$ cat src/rtl/prc_pkg.sv
/*
  Constants shared by the pill reminder controller: timing, link command and
  message codes, payload field positions and record storage layout.
  Assumes a single 200 MHz system clock.
*/
package prc_pkg;

  // ************************************************************
  // Timing
  // ************************************************************
  localparam int unsigned CLK_HZ            = 200000000;
  localparam int unsigned TONE_HZ           = 512;
  localparam int unsigned TONE_HALF_CYC_DEF = CLK_HZ / (2 * TONE_HZ);
  localparam int unsigned RADIO_RST_CYC_DEF = 16;
  localparam logic [5:0]  DISPLAY_S         = 6'h0a;
  localparam logic [5:0]  ALARM_WIN_S       = 6'h3c;
  localparam logic [5:0]  BEEP_PERIOD_S     = 6'h3c;
  localparam logic [5:0]  BEEP_LEN_S        = 6'h01;

  // ************************************************************
  // Battery
  // ************************************************************
  localparam logic [15:0] BATT_LOW_MV = 16'h09c4;

  // ************************************************************
  // Link commands, messages and payload fields
  // ************************************************************
  localparam logic [7:0] CMD_SET_ALARM  = 8'h01;
  localparam logic [7:0] CMD_RTC_CAL    = 8'h02;
  localparam logic [7:0] CMD_BATT_QUERY = 8'h03;
  localparam logic [7:0] MSG_RADIO_CFG  = 8'h10;
  localparam logic [7:0] MSG_PILL_TAKEN = 8'h11;
  localparam logic [7:0] MSG_BATT_VALUE = 8'h12;
  localparam int unsigned FLD_SEC  = 0;
  localparam int unsigned FLD_MIN  = 8;
  localparam int unsigned FLD_HOUR = 16;
  localparam int unsigned FLD_DAY  = 24;
  localparam int unsigned FLD_WDAY = 32;
  localparam int unsigned FLD_MON  = 40;
  localparam int unsigned FLD_YEAR = 48;
  localparam int unsigned AL_MIN   = 0;
  localparam int unsigned AL_HOUR  = 8;
  localparam int unsigned AL_WDAY  = 16;

  // ************************************************************
  // Record storage: 4 blocks of 256 three-byte records
  // ************************************************************
  localparam int unsigned REC_W      = 24;
  localparam int unsigned BLK_W      = 2;
  localparam int unsigned PTR_W      = 8;
  localparam int unsigned ADDR_W     = BLK_W + PTR_W;
  localparam logic [7:0]  LAST_IDX   = 8'hff;
  localparam logic [7:0]  COPY_BASE  = 8'hfd;
  localparam logic [7:0]  KEEP_RECS  = 8'h03;
  localparam logic [8:0]  COPY_LAST  = 9'h005;
  localparam logic [2:0]  WDAY_COUNT = 3'h7;

  typedef enum logic [3:0] {
    ST_INIT, ST_BATT_START, ST_BATT_WAIT, ST_IDLE, ST_NORMAL, ST_ALARM_SET,
    ST_RTC_CAL, ST_ALARM_PROC, ST_PILL_REC, ST_ADJ_COPY, ST_ADJ_ERASE
  } prc_state_e;

endpackage : prc_pkg

$ cat src/rtl/prc_key_sync.sv
/*
  Key input synchroniser and falling edge detector.
  Assumes keys are active low pins asynchronous to the clock.
*/
`timescale 1ns/1ps
module prc_key_sync #(
  parameter int unsigned W = 3
) (
  input  wire logic         clk_i,
  input  wire logic         srst_i,
  input  wire logic [W-1:0] keys_n_i,
  output logic      [W-1:0] fall_o
);

  logic [W-1:0] meta_q;
  logic [W-1:0] sync_q;
  logic [W-1:0] prev_q;
  logic [W-1:0] fall_q;
  logic [W-1:0] fall_d;

  always_comb
  begin
    fall_d = prev_q & ~sync_q;
  end

  always_ff @(posedge clk_i)
  begin
    if (srst_i)
    begin
      meta_q <= '1;
      sync_q <= '1;
      prev_q <= '1;
      fall_q <= '0;
    end
    else
    begin
      meta_q <= keys_n_i;
      sync_q <= meta_q;
      prev_q <= sync_q;
      fall_q <= fall_d;
    end
  end

  assign fall_o = fall_q;

endmodule : prc_key_sync

$ cat src/rtl/prc_rec_store.sv
/*
  Alarm record memory with one write port and a registered read port.
  Assumes the controller sequences copies and block erases itself.
*/
`timescale 1ns/1ps
module prc_rec_store #(
  parameter int unsigned AW = 10,
  parameter int unsigned DW = 24
) (
  input  wire logic          clk_i,
  input  wire logic          we_i,
  input  wire logic [AW-1:0] waddr_i,
  input  wire logic [DW-1:0] wdata_i,
  input  wire logic [AW-1:0] raddr_i,
  output logic      [DW-1:0] rdata_o
);

  logic [DW-1:0] mem [0:(1<<AW)-1];
  logic [DW-1:0] rdata_q;

  always_ff @(posedge clk_i)
  begin
    if (we_i)
    begin
      mem[waddr_i] <= wdata_i;
    end
    rdata_q <= mem[raddr_i];
  end

  assign rdata_o = rdata_q;

endmodule : prc_rec_store

$ cat src/rtl/prc_top.sv
/*
  Pill reminder controller: mode sequencer, alarm outputs, battery check,
  record storage housekeeping and message requests to the radio module.
  Assumes RTC events, ADC and link words come from logic on the same clock;
  key pins are asynchronous.
*/
`timescale 1ns/1ps
module prc_top
  import prc_pkg::*;
#(
  parameter int unsigned CYC_PER_SEC   = CLK_HZ,
  parameter int unsigned TONE_HALF_CYC = TONE_HALF_CYC_DEF,
  parameter int unsigned RADIO_RST_CYC = RADIO_RST_CYC_DEF
) (
  input  wire logic        CLK_I,
  input  wire logic        SRST_I,
  input  wire logic        WAKE_ACK_KEY_N_I,
  input  wire logic        CONFIG_KEY_N_I,
  input  wire logic        RADIO_POWER_KEY_N_I,
  input  wire logic        RTC_ALARM_I,
  input  wire logic        RTC_HOUR_I,
  input  wire logic [2:0]  RTC_WEEKDAY_I,
  input  wire logic        RX_VALID_I,
  input  wire logic [7:0]  RX_CMD_I,
  input  wire logic [55:0] RX_DATA_I,
  output logic             RX_READY_O,
  output logic             TX_VALID_O,
  input  wire logic        TX_READY_I,
  output logic      [7:0]  TX_MSG_O,
  output logic      [15:0] TX_DATA_O,
  output logic             ADC_START_O,
  input  wire logic        ADC_DONE_I,
  input  wire logic [15:0] ADC_DATA_I,
  output logic             BATT_DIV_EN_O,
  output logic             BATT_LOW_O,
  output logic             BUZZER_TONE_OUT_O,
  output logic             MOTOR_O,
  output logic      [6:0]  CELL_LAMP_O,
  output logic             DISPLAY_ON_O,
  output logic             IDLE_O,
  output logic             RADIO_SUPPLY_SWITCH_O,
  output logic             RADIO_RESET_O,
  output logic             ALARM_WRITE_O,
  output logic      [7:0]  ALARM_MINUTE_VALUE_O,
  output logic      [7:0]  ALARM_HOUR_VALUE_O,
  output logic      [7:0]  ALARM_WEEKDAY_VALUE_O,
  output logic             CAL_WRITE_O,
  output logic      [55:0] CAL_COUNTS_O
);

  // ************************************************************
  // Keys and record memory
  // ************************************************************
  logic [2:0]        key_fall;
  logic              wake_fall;
  logic              cfg_fall;
  logic              radio_fall;
  logic              mem_we;
  logic [ADDR_W-1:0] mem_waddr;
  logic [REC_W-1:0]  mem_wdata;
  logic [ADDR_W-1:0] mem_raddr;
  logic [REC_W-1:0]  mem_rdata;

  prc_key_sync #(.W(3)) u_keys (
    .clk_i    (CLK_I),
    .srst_i   (SRST_I),
    .keys_n_i ({RADIO_POWER_KEY_N_I, CONFIG_KEY_N_I, WAKE_ACK_KEY_N_I}),
    .fall_o   (key_fall)
  );

  assign wake_fall  = key_fall[0];
  assign cfg_fall   = key_fall[1];
  assign radio_fall = key_fall[2];

  prc_rec_store #(.AW(ADDR_W), .DW(REC_W)) u_store (
    .clk_i   (CLK_I),
    .we_i    (mem_we),
    .waddr_i (mem_waddr),
    .wdata_i (mem_wdata),
    .raddr_i (mem_raddr),
    .rdata_o (mem_rdata)
  );

  function automatic logic [6:0] wday_lamp(input logic [2:0] wd);
    wday_lamp = (wd < WDAY_COUNT) ? 7'(7'h01 << wd) : 7'h00;
  endfunction : wday_lamp

  // ************************************************************
  // Second tick
  // ************************************************************
  logic [31:0] tick_cnt_q, tick_cnt_d;
  logic        sec_tick;
  logic        tick_clr;

  always_comb
  begin
    sec_tick   = (tick_cnt_q == CYC_PER_SEC - 1);
    tick_cnt_d = (tick_clr || sec_tick) ? 32'h0 : tick_cnt_q + 32'h1;
  end

  always_ff @(posedge CLK_I)
  begin
    if (SRST_I)
      tick_cnt_q <= 32'h0;
    else
      tick_cnt_q <= tick_cnt_d;
  end

  // ************************************************************
  // Mode sequencer
  // ************************************************************
  prc_state_e        state_q, state_d;
  logic [5:0]        win_q, win_d;
  logic [31:0]       rst_cnt_q, rst_cnt_d;
  logic [8:0]        adj_cnt_q, adj_cnt_d;
  logic [BLK_W-1:0]  blk_q, blk_d;
  logic [PTR_W-1:0]  ptr_q, ptr_d;
  logic              al_pend_q, al_pend_d;
  logic              hr_pend_q, hr_pend_d;
  logic [6:0]        lamp_q, lamp_d;
  logic [23:0]       alarm_q, alarm_d;
  logic [55:0]       cal_q, cal_d;
  logic              al_wr_q, cal_wr_q;
  logic [15:0]       batt_q, batt_d;
  logic              low_q, low_d;
  logic              adc_q, div_q, disp_q, idle_q;
  logic              pill_req, batt_req, al_take, hr_take, any_event;

  always_comb
  begin
    state_d   = state_q;
    win_d     = win_q + {5'h00, sec_tick};
    rst_cnt_d = rst_cnt_q;
    adj_cnt_d = adj_cnt_q;
    blk_d     = blk_q;
    ptr_d     = ptr_q;
    lamp_d    = lamp_q;
    alarm_d   = alarm_q;
    cal_d     = cal_q;
    batt_d    = batt_q;
    low_d     = low_q;
    tick_clr  = 1'b0;
    pill_req  = 1'b0;
    batt_req  = 1'b0;
    al_take   = 1'b0;
    hr_take   = 1'b0;
    mem_we    = 1'b0;
    mem_waddr = {blk_q, ptr_q};
    mem_wdata = alarm_q;
    mem_raddr = {blk_q, COPY_BASE + {6'h00, adj_cnt_q[2:1]}};
    any_event = al_pend_q | hr_pend_q | RX_VALID_I | (|key_fall);
    unique case (state_q)
      ST_INIT:
      begin
        rst_cnt_d = rst_cnt_q + 32'h1;
        if (rst_cnt_q == RADIO_RST_CYC - 1)
          state_d = ST_BATT_START;
      end
      ST_BATT_START:
        state_d = ST_BATT_WAIT;
      ST_BATT_WAIT:
        if (ADC_DONE_I)
        begin
          batt_d  = ADC_DATA_I;
          low_d   = (ADC_DATA_I < BATT_LOW_MV);
          state_d = ST_NORMAL;
          win_d   = 6'h00;
          tick_clr = 1'b1;
        end
      ST_IDLE:
        if (any_event)
        begin
          state_d  = ST_NORMAL;
          win_d    = 6'h00;
          tick_clr = 1'b1;
        end
      ST_NORMAL:
      begin
        win_d    = win_q + {5'h00, sec_tick};
        if (al_pend_q)
        begin
          al_take  = 1'b1;
          lamp_d   = wday_lamp(RTC_WEEKDAY_I);
          state_d  = ST_ALARM_PROC;
          win_d    = 6'h00;
          tick_clr = 1'b1;
        end
        else if (RX_VALID_I)
        begin
          win_d    = 6'h00;
          tick_clr = 1'b1;
          if (RX_CMD_I == CMD_SET_ALARM)
          begin
            alarm_d = RX_DATA_I[23:0];
            state_d = ST_ALARM_SET;
          end
          else if (RX_CMD_I == CMD_RTC_CAL)
          begin
            cal_d   = RX_DATA_I;
            state_d = ST_RTC_CAL;
          end
          else if (RX_CMD_I == CMD_BATT_QUERY)
            batt_req = 1'b1;
        end
        else if (hr_pend_q)
        begin
          hr_take = 1'b1;
          state_d = ST_BATT_START;
        end
        else if (|key_fall)
        begin
          win_d    = 6'h00;
          tick_clr = 1'b1;
        end
        else if (win_q == DISPLAY_S)
          state_d = ST_IDLE;
      end
      ST_ALARM_SET:
      begin
        mem_we = 1'b1;
        if (ptr_q == LAST_IDX)
        begin
          adj_cnt_d = 9'h000;
          state_d   = ST_ADJ_COPY;
        end
        else
        begin
          ptr_d   = ptr_q + 8'h01;
          state_d = ST_NORMAL;
        end
      end
      ST_ADJ_COPY:
      begin
        mem_waddr = {blk_q + 2'h1, 6'h00, adj_cnt_q[2:1]};
        mem_wdata = mem_rdata;
        mem_we    = adj_cnt_q[0];
        adj_cnt_d = adj_cnt_q + 9'h001;
        if (adj_cnt_q == COPY_LAST)
        begin
          adj_cnt_d = 9'h000;
          state_d   = ST_ADJ_ERASE;
        end
      end
      ST_ADJ_ERASE:
      begin
        mem_waddr = {blk_q, adj_cnt_q[7:0]};
        mem_wdata = '0;
        mem_we    = 1'b1;
        adj_cnt_d = adj_cnt_q + 9'h001;
        if (adj_cnt_q[7:0] == LAST_IDX)
        begin
          blk_d    = blk_q + 2'h1;
          ptr_d    = KEEP_RECS;
          state_d  = ST_NORMAL;
          win_d    = 6'h00;
          tick_clr = 1'b1;
        end
      end
      ST_RTC_CAL:
        state_d = ST_NORMAL;
      ST_ALARM_PROC:
        if (wake_fall)
        begin
          lamp_d  = 7'h00;
          state_d = ST_PILL_REC;
        end
        else if (win_q == ALARM_WIN_S)
        begin
          lamp_d   = 7'h00;
          state_d  = ST_NORMAL;
          win_d    = 6'h00;
          tick_clr = 1'b1;
        end
      ST_PILL_REC:
      begin
        pill_req = 1'b1;
        state_d  = ST_NORMAL;
        win_d    = 6'h00;
        tick_clr = 1'b1;
      end
      default:
        state_d = ST_INIT;
    endcase
    al_pend_d = (al_pend_q & ~al_take) | RTC_ALARM_I;
    hr_pend_d = (hr_pend_q & ~hr_take) | RTC_HOUR_I;
  end

  always_ff @(posedge CLK_I)
  begin
    if (SRST_I)
    begin
      state_q   <= ST_INIT;
      win_q     <= 6'h00;
      rst_cnt_q <= 32'h0;
      adj_cnt_q <= 9'h000;
      blk_q     <= '0;
      ptr_q     <= '0;
      al_pend_q <= 1'b0;
      hr_pend_q <= 1'b0;
      lamp_q    <= 7'h00;
      alarm_q   <= 24'h000000;
      cal_q     <= 56'h0;
      al_wr_q   <= 1'b0;
      cal_wr_q  <= 1'b0;
      batt_q    <= 16'h0000;
      low_q     <= 1'b0;
      adc_q     <= 1'b0;
      div_q     <= 1'b0;
      disp_q    <= 1'b1;
      idle_q    <= 1'b0;
    end
    else
    begin
      state_q   <= state_d;
      win_q     <= win_d;
      rst_cnt_q <= rst_cnt_d;
      adj_cnt_q <= adj_cnt_d;
      blk_q     <= blk_d;
      ptr_q     <= ptr_d;
      al_pend_q <= al_pend_d;
      hr_pend_q <= hr_pend_d;
      lamp_q    <= lamp_d;
      alarm_q   <= alarm_d;
      cal_q     <= cal_d;
      al_wr_q   <= (state_q == ST_ALARM_SET);
      cal_wr_q  <= (state_q == ST_RTC_CAL);
      batt_q    <= batt_d;
      low_q     <= low_d;
      adc_q     <= (state_d == ST_BATT_START);
      div_q     <= (state_d == ST_BATT_START) || (state_d == ST_BATT_WAIT);
      disp_q    <= (state_d != ST_IDLE);
      idle_q    <= (state_d == ST_IDLE);
    end
  end

  // ************************************************************
  // Tone, low battery beep and radio supply
  // ************************************************************
  logic [31:0] tone_cnt_q, tone_cnt_d;
  logic        tone_q, tone_d;
  logic [5:0]  beep_s_q, beep_s_d;
  logic        radio_q, radio_d;
  logic        motor_q, motor_d;
  logic        tone_on;

  always_comb
  begin
    beep_s_d = beep_s_q;
    if (!low_q)
      beep_s_d = 6'h00;
    else if (sec_tick)
      beep_s_d = (beep_s_q == BEEP_PERIOD_S - 6'h01) ? 6'h00 : beep_s_q + 6'h01;
    tone_on    = (state_q == ST_ALARM_PROC) || (low_q && (beep_s_q < BEEP_LEN_S));
    tone_cnt_d = 32'h0;
    tone_d     = 1'b0;
    if (tone_on)
    begin
      tone_cnt_d = (tone_cnt_q == TONE_HALF_CYC - 1) ? 32'h0 : tone_cnt_q + 32'h1;
      tone_d     = (tone_cnt_q == TONE_HALF_CYC - 1) ? ~tone_q : tone_q;
    end
    motor_d = (state_d == ST_ALARM_PROC);
    radio_d = radio_q ^ radio_fall;
  end

  always_ff @(posedge CLK_I)
  begin
    if (SRST_I)
    begin
      tone_cnt_q <= 32'h0;
      tone_q     <= 1'b0;
      beep_s_q   <= 6'h00;
      radio_q    <= 1'b1;
      motor_q    <= 1'b0;
    end
    else
    begin
      tone_cnt_q <= tone_cnt_d;
      tone_q     <= tone_d;
      beep_s_q   <= beep_s_d;
      radio_q    <= radio_d;
      motor_q    <= motor_d;
    end
  end

  // ************************************************************
  // Outgoing messages
  // ************************************************************
  logic        pill_p_q, pill_p_d, batt_p_q, batt_p_d, cfg_p_q, cfg_p_d;
  logic        txv_q, txv_d;
  logic [7:0]  txm_q, txm_d;
  logic [15:0] txd_q, txd_d;
  logic        free, g_pill, g_batt, g_cfg;

  always_comb
  begin
    free   = !txv_q || TX_READY_I;
    g_pill = free && pill_p_q;
    g_batt = free && !pill_p_q && batt_p_q;
    g_cfg  = free && !pill_p_q && !batt_p_q && cfg_p_q;
    txv_d  = txv_q && !TX_READY_I;
    txm_d  = txm_q;
    txd_d  = txd_q;
    if (g_pill)
    begin
      txv_d = 1'b1;
      txm_d = MSG_PILL_TAKEN;
      txd_d = 16'h0000;
    end
    else if (g_batt)
    begin
      txv_d = 1'b1;
      txm_d = MSG_BATT_VALUE;
      txd_d = batt_q;
    end
    else if (g_cfg)
    begin
      txv_d = 1'b1;
      txm_d = MSG_RADIO_CFG;
      txd_d = 16'h0000;
    end
    pill_p_d = (pill_p_q & ~g_pill) | pill_req;
    batt_p_d = (batt_p_q & ~g_batt) | batt_req;
    cfg_p_d  = (cfg_p_q & ~g_cfg) | cfg_fall;
  end

  always_ff @(posedge CLK_I)
  begin
    if (SRST_I)
    begin
      pill_p_q <= 1'b0;
      batt_p_q <= 1'b0;
      cfg_p_q  <= 1'b0;
      txv_q    <= 1'b0;
      txm_q    <= 8'h00;
      txd_q    <= 16'h0000;
    end
    else
    begin
      pill_p_q <= pill_p_d;
      batt_p_q <= batt_p_d;
      cfg_p_q  <= cfg_p_d;
      txv_q    <= txv_d;
      txm_q    <= txm_d;
      txd_q    <= txd_d;
    end
  end

  // ************************************************************
  // Output drive
  // ************************************************************
  assign RX_READY_O            = (state_q == ST_NORMAL) && !al_pend_q;
  assign TX_VALID_O            = txv_q;
  assign TX_MSG_O              = txm_q;
  assign TX_DATA_O             = txd_q;
  assign ADC_START_O           = adc_q;
  assign BATT_DIV_EN_O         = div_q;
  assign BATT_LOW_O            = low_q;
  assign BUZZER_TONE_OUT_O     = tone_q;
  assign MOTOR_O               = motor_q;
  assign CELL_LAMP_O           = lamp_q;
  assign DISPLAY_ON_O          = disp_q;
  assign IDLE_O                = idle_q;
  assign RADIO_SUPPLY_SWITCH_O = radio_q;
  assign RADIO_RESET_O         = (state_q == ST_INIT);
  assign ALARM_WRITE_O         = al_wr_q;
  assign ALARM_MINUTE_VALUE_O  = alarm_q[AL_MIN +: 8];
  assign ALARM_HOUR_VALUE_O    = alarm_q[AL_HOUR +: 8];
  assign ALARM_WEEKDAY_VALUE_O = alarm_q[AL_WDAY +: 8];
  assign CAL_WRITE_O           = cal_wr_q;
  assign CAL_COUNTS_O          = cal_q;

endmodule : prc_top

$ cat config.mk
export PLATFORM = sky130hd
export DESIGN_NAME = prc_top
export DESIGN_NICKNAME = d
export VERILOG_FILES = /design/src/rtl/prc_pkg.sv /design/src/rtl/prc_key_sync.sv /design/src/rtl/prc_rec_store.sv /design/src/rtl/prc_top.sv
export SDC_FILE = /design/constraint.sdc
export NUM_CORES = 1
export LEC_CHECK = 0
export BUFFER_PORTS_ARGS = -buffer_cell sky130_fd_sc_hd__buf_2
export CORE_MARGIN = 3
export CORE_UTILIZATION = 50
export CTS_BUF_LIST = sky130_fd_sc_hd__clkbuf_4 sky130_fd_sc_hd__clkbuf_8 sky130_fd_sc_hd__clkbuf_16
export CTS_CLUSTER_SIZE = 30
export DETAILED_ROUTE_END_ITERATION = 8
export PLACE_DENSITY = 0.7
export SLEW_MARGIN = 20
export SYNTH_ARGS = -nofsm -noshare
export SYNTH_HDL_FRONTEND = slang
export SYNTH_SLANG_ARGS = --single-unit
$ cat constraint.sdc
create_clock -name CLK_I -period 5.1 [get_ports CLK_I]
set_input_delay 0.255 -clock CLK_I [delete_from_list [all_inputs] [get_ports CLK_I]]
set_output_delay 0.255 -clock CLK_I [all_outputs]
set_load 0.005 [all_outputs]
==> summary.txt <==
RUN STATUS
-------------------------------------------------------------------------------------
Result of the run                                                           completed

GRT
-------------------------------------------------------------------------------------
Overall overflow remaining after global route                                       0
GRT Total Usage                                                                 21.7%
Largest net degree at the start of global routing                                 106
Number of antenna violations at the first check in global routing                   0
First-pass GRT wire length                                                  44,800 um
Vias in the first global route                                                  9,317

TIMING
-------------------------------------------------------------------------------------
Final Hold Vio Count                                                                0
Final-layout setup total negative slack                                          0 ns
Count of endpoints failing setup in the final report                                0
Shortest period the worst path allows                                         3.19 ns
Worst max-slew margin expressed relative to the limit                           27.3%
Fmax achieved                                                                 314 MHz
Clock skew after layout                                                     0.0194 ns
Post-route clock period utilization                                             62.5%
RSZ-0062 raised after global routing                                            false
Transition time at the pin with the least slew margin                         1.09 ns
Number of pins exceeding their max-slew limit in the final report                   0

DRT
-------------------------------------------------------------------------------------
Drt pass-1 iters                                                                    5
Average vias per placed instance                                                 5.21
Residual DRC                                                                        0
First DRT Iteration DRCs                                                          594
Detail Route Antenna Nets                                                           0
Mean routed wirelength per cell                                               14.8 um
Detailed Route WL                                                           28,000 um
Detailed-route via count                                                        9,843

CRITICAL PATH
-------------------------------------------------------------------------------------
Critical Path RT                                                              5.56 ns
Startpoint types                                                            flip-flop
Largest fanout on the critical path                                                56
CP arrival                                                                    3.65 ns
Crit Path Category                                                       flip-flop to flip-flop
Setup crit end kind                                                         flip-flop

LOGIC SYNTHESIS
-------------------------------------------------------------------------------------
Count of mapped cells out of synthesis                                          1,327
Biggest area consumer among synthesized cells                            sky130_fd_sc_hd__dfxtp_1
Ys flop type                                                             sky130_fd_sc_hd__dfxtp_1
Flop and latch count out of synthesis                                             279
Number of different library cells in the post-synthesis netlist                    60
Number of enable-type register cells in the synthesized netlist                     0
Syn avg cell area                                                            8.52 um2
Syn Std Cell Area                                                          0.0113 mm2
Share of synthesized registers carrying an async set or reset                      0%
Sequential area share after synthesis                                           49.4%
Main area contributors after synthesis                                   sky130_fd_sc_hd__dfxtp_1 (49%), sky130_fd_sc_hd__nor2_1 (7.6%), sky130_fd_sc_hd__nand2_1 (6.8%)
Share of the synthesized area in the top cell type                              49.4%
Number of warning messages in the yosys log                                         0

CTS
-------------------------------------------------------------------------------------
Clk Tree Root Cell                                                       sky130_fd_sc_hd__clkbuf_16
CTS tree                                                                         done
Number of buffers added by the clock tree synthesis step                           28
Insertion delay to the later sink of the worst-skew pair                      0.54 ns
TritonCTS Sinks                                                                   279
Number of post-CTS setup repair buffers                                             0
Clk pin slew, worst setup/hold paths                                          0.06 ns
Max Root-Sink Buffers                                                               3
Depth of the CTS H-tree                                                             1

DIE
-------------------------------------------------------------------------------------
Standard-cell rows                                                                 54
Chip height                                                                    156 um
Effective utilization at floorplan                                              51.3%
Chip Width                                                                     156 um
Number of I/O pins                                                                217
Core footprint                                                             0.0220 mm2
Die area                                                                   0.0244 mm2

POWER
-------------------------------------------------------------------------------------
LEAKAGE                                                                       5.79 nW
Power Density                                                              312 mW/mm2
Total chip power                                                              4.44 mW
Worst vdd rail ir drop                                                         269 uV

PLACED DESIGN
-------------------------------------------------------------------------------------
Port Buf Inserts                                                                  211
Dpl hpwl                                                                    18,400 um
Placer Congestion                                                               0.805

FINISH
-------------------------------------------------------------------------------------
Number of fill cells in the layout                                              1,901
Commonest cells after routing, fill and taps aside                       sky130_fd_sc_hd__dfxtp_1 (279), sky130_fd_sc_hd__nor2_1 (228), sky130_fd_sc_hd__buf_2 (210)
Most frequent standard cell in the layout excluding fill and tap cells   sky130_fd_sc_hd__dfxtp_1
Post-layout net count                                                           1,693
Fraction of layout instances using a drive strength above 1                     18.0%
Area growth from synthesis to layout                                            25.9%
N_diodes                                                                            0

WORST HOLD PATH
-------------------------------------------------------------------------------------
Worst min path class                                                     primary input to flip-flop

JOB
-------------------------------------------------------------------------------------
Max-capacitance violation count                                                     0

==> final cells by class <==
cell class,count,area [um2],share of cell area [%]
repair buffers,295,1880,13.2
well taps,280,350,2.46
inverters,31,116,0.818
clock buffers,38,813,5.72
clock inverters,10,136,0.959
flip-flops and latches,279,5590,39.3
multi-input cells,955,5340,37.5
==> registers in the layout (all words and copies together) (netlist names), 4 cells and up <==
| register | count |
|---|---|
| batt_q | 16 |
| alarm_q | 24 |
| tone_cnt_q | 32 |
| TX_DATA_O | 16 |
| CAL_COUNTS_O | 56 |
| rst_cnt_q | 32 |
| win_q | 6 |
| ptr_q | 8 |
| adj_cnt_q | 9 |
| state_q | 4 |
| CELL_LAMP_O | 7 |
| beep_s_q | 6 |
| tick_cnt_q | 32 |
==> critical path, stage by stage, from the launching register on <==
cell and delay [ns]:
sky130_fd_sc_hd__dfxtp_1 0.54, sky130_fd_sc_hd__nand2b_1 0.12, sky130_fd_sc_hd__or3_1 0.41, sky130_fd_sc_hd__nor4_1 0.63, sky130_fd_sc_hd__and2_2 0.98, sky130_fd_sc_hd__nand2_1 0.21, sky130_fd_sc_hd__a21oi_1 0.20
==> cell usage after synthesis (all sizes together), types with 6 or more instances <==
| cell type | instances |
|---|---|
| and4 | 9 |
| and2 | 7 |
| nor2 | 228 |
| xnor2 | 51 |
| nand2b | 11 |
| mux2i | 32 |
| ha | 10 |
| clkbuf | 48 |
| a22oi | 17 |
| inv | 31 |
| and3 | 21 |
| or2 | 13 |
| nor3 | 24 |
| o21ai | 9 |
| xor2 | 64 |
| nor4 | 24 |
| dfxtp | 279 |
| nand3 | 46 |
| or3 | 7 |
| nor4b | 6 |
| buf | 18 |
| nand4 | 38 |
| nand2 | 206 |
| a21oi | 87 |
==> where the power goes <==
part / internal (mW) / switching, mW
combinational: 0.0807 / 0.0762
sequential: 2.19 / 0.00737
clock: 1.26 / 0.829
total: 3.53 / 0.913
==> routing by layer <==
| layer | routed length, um | global-route usage [%] | vias up |
|---|---|---|---|
| met5 | 0 | 0 | - |
| met4 | 901 | 6.75 | 0 |
| met3 | 1440 | 3.54 | 70 |
| met2 | 13300 | 36.5 | 255 |
| met1 | 12300 | 28.8 | 4568 |
| li1 | - | - | 4950 |
==> final timing paths <==
check / startpoint / endpoint / slack (ns) / depth (start not counted)
hold reg to reg: u_keys.prev_q[1] / u_keys.fall_o[1] / 0.39 / 2
setup / recovery: state_q[2] / CAL_COUNTS_O[43] / 1.91 / 6
hold / removal: TX_READY_I / pill_p_q / 0.12 / 4
setup reg to reg: state_q[2] / CAL_COUNTS_O[43] / 1.91 / 6
==> metrics by stage <==
stage,hold slack (ns),cells,instance area [um2],util [%],setup WS [ns]
2_1_floorplan,0.359,1331,11300,-,2.82
3_3_place_gp,0.390,1762,12500,56.7,2.08
3_5_place_dp,0.395,1762,12500,56.7,2.01
4_1_cts,0.0997,1888,14200,64.6,1.97
5_1_grt,0.117,1888,14200,64.6,1.67
6_report,0.124,1888,14200,64.6,1.91
==> what timing repair did <==
| item | 4_1_cts | 5_1_grt |
|---|---|---|
| hold buffers | 78 | 0 |
| endpoints found under the hold margin | 101 | 0 |
| gates resized for setup | 0 | 0 |
| setup endpoints to repair | 0 | 0 |
==> cell families (layout without fill, tap and decap cells) <==
family          Yosys count  count (layout)  synth area share [%]
buf+inv                  97             374                  3.50
fa+ha+maj                10              10                  1.11
xor+xnor                115             115                  8.91
mux                      32              32                  2.83
simple gates            657             657                  27.1
flops                   279             279                  49.4
other cells               1               5                0.0332
compound gates          136             136                  7.09
Power figures use the tool's default switching activity.
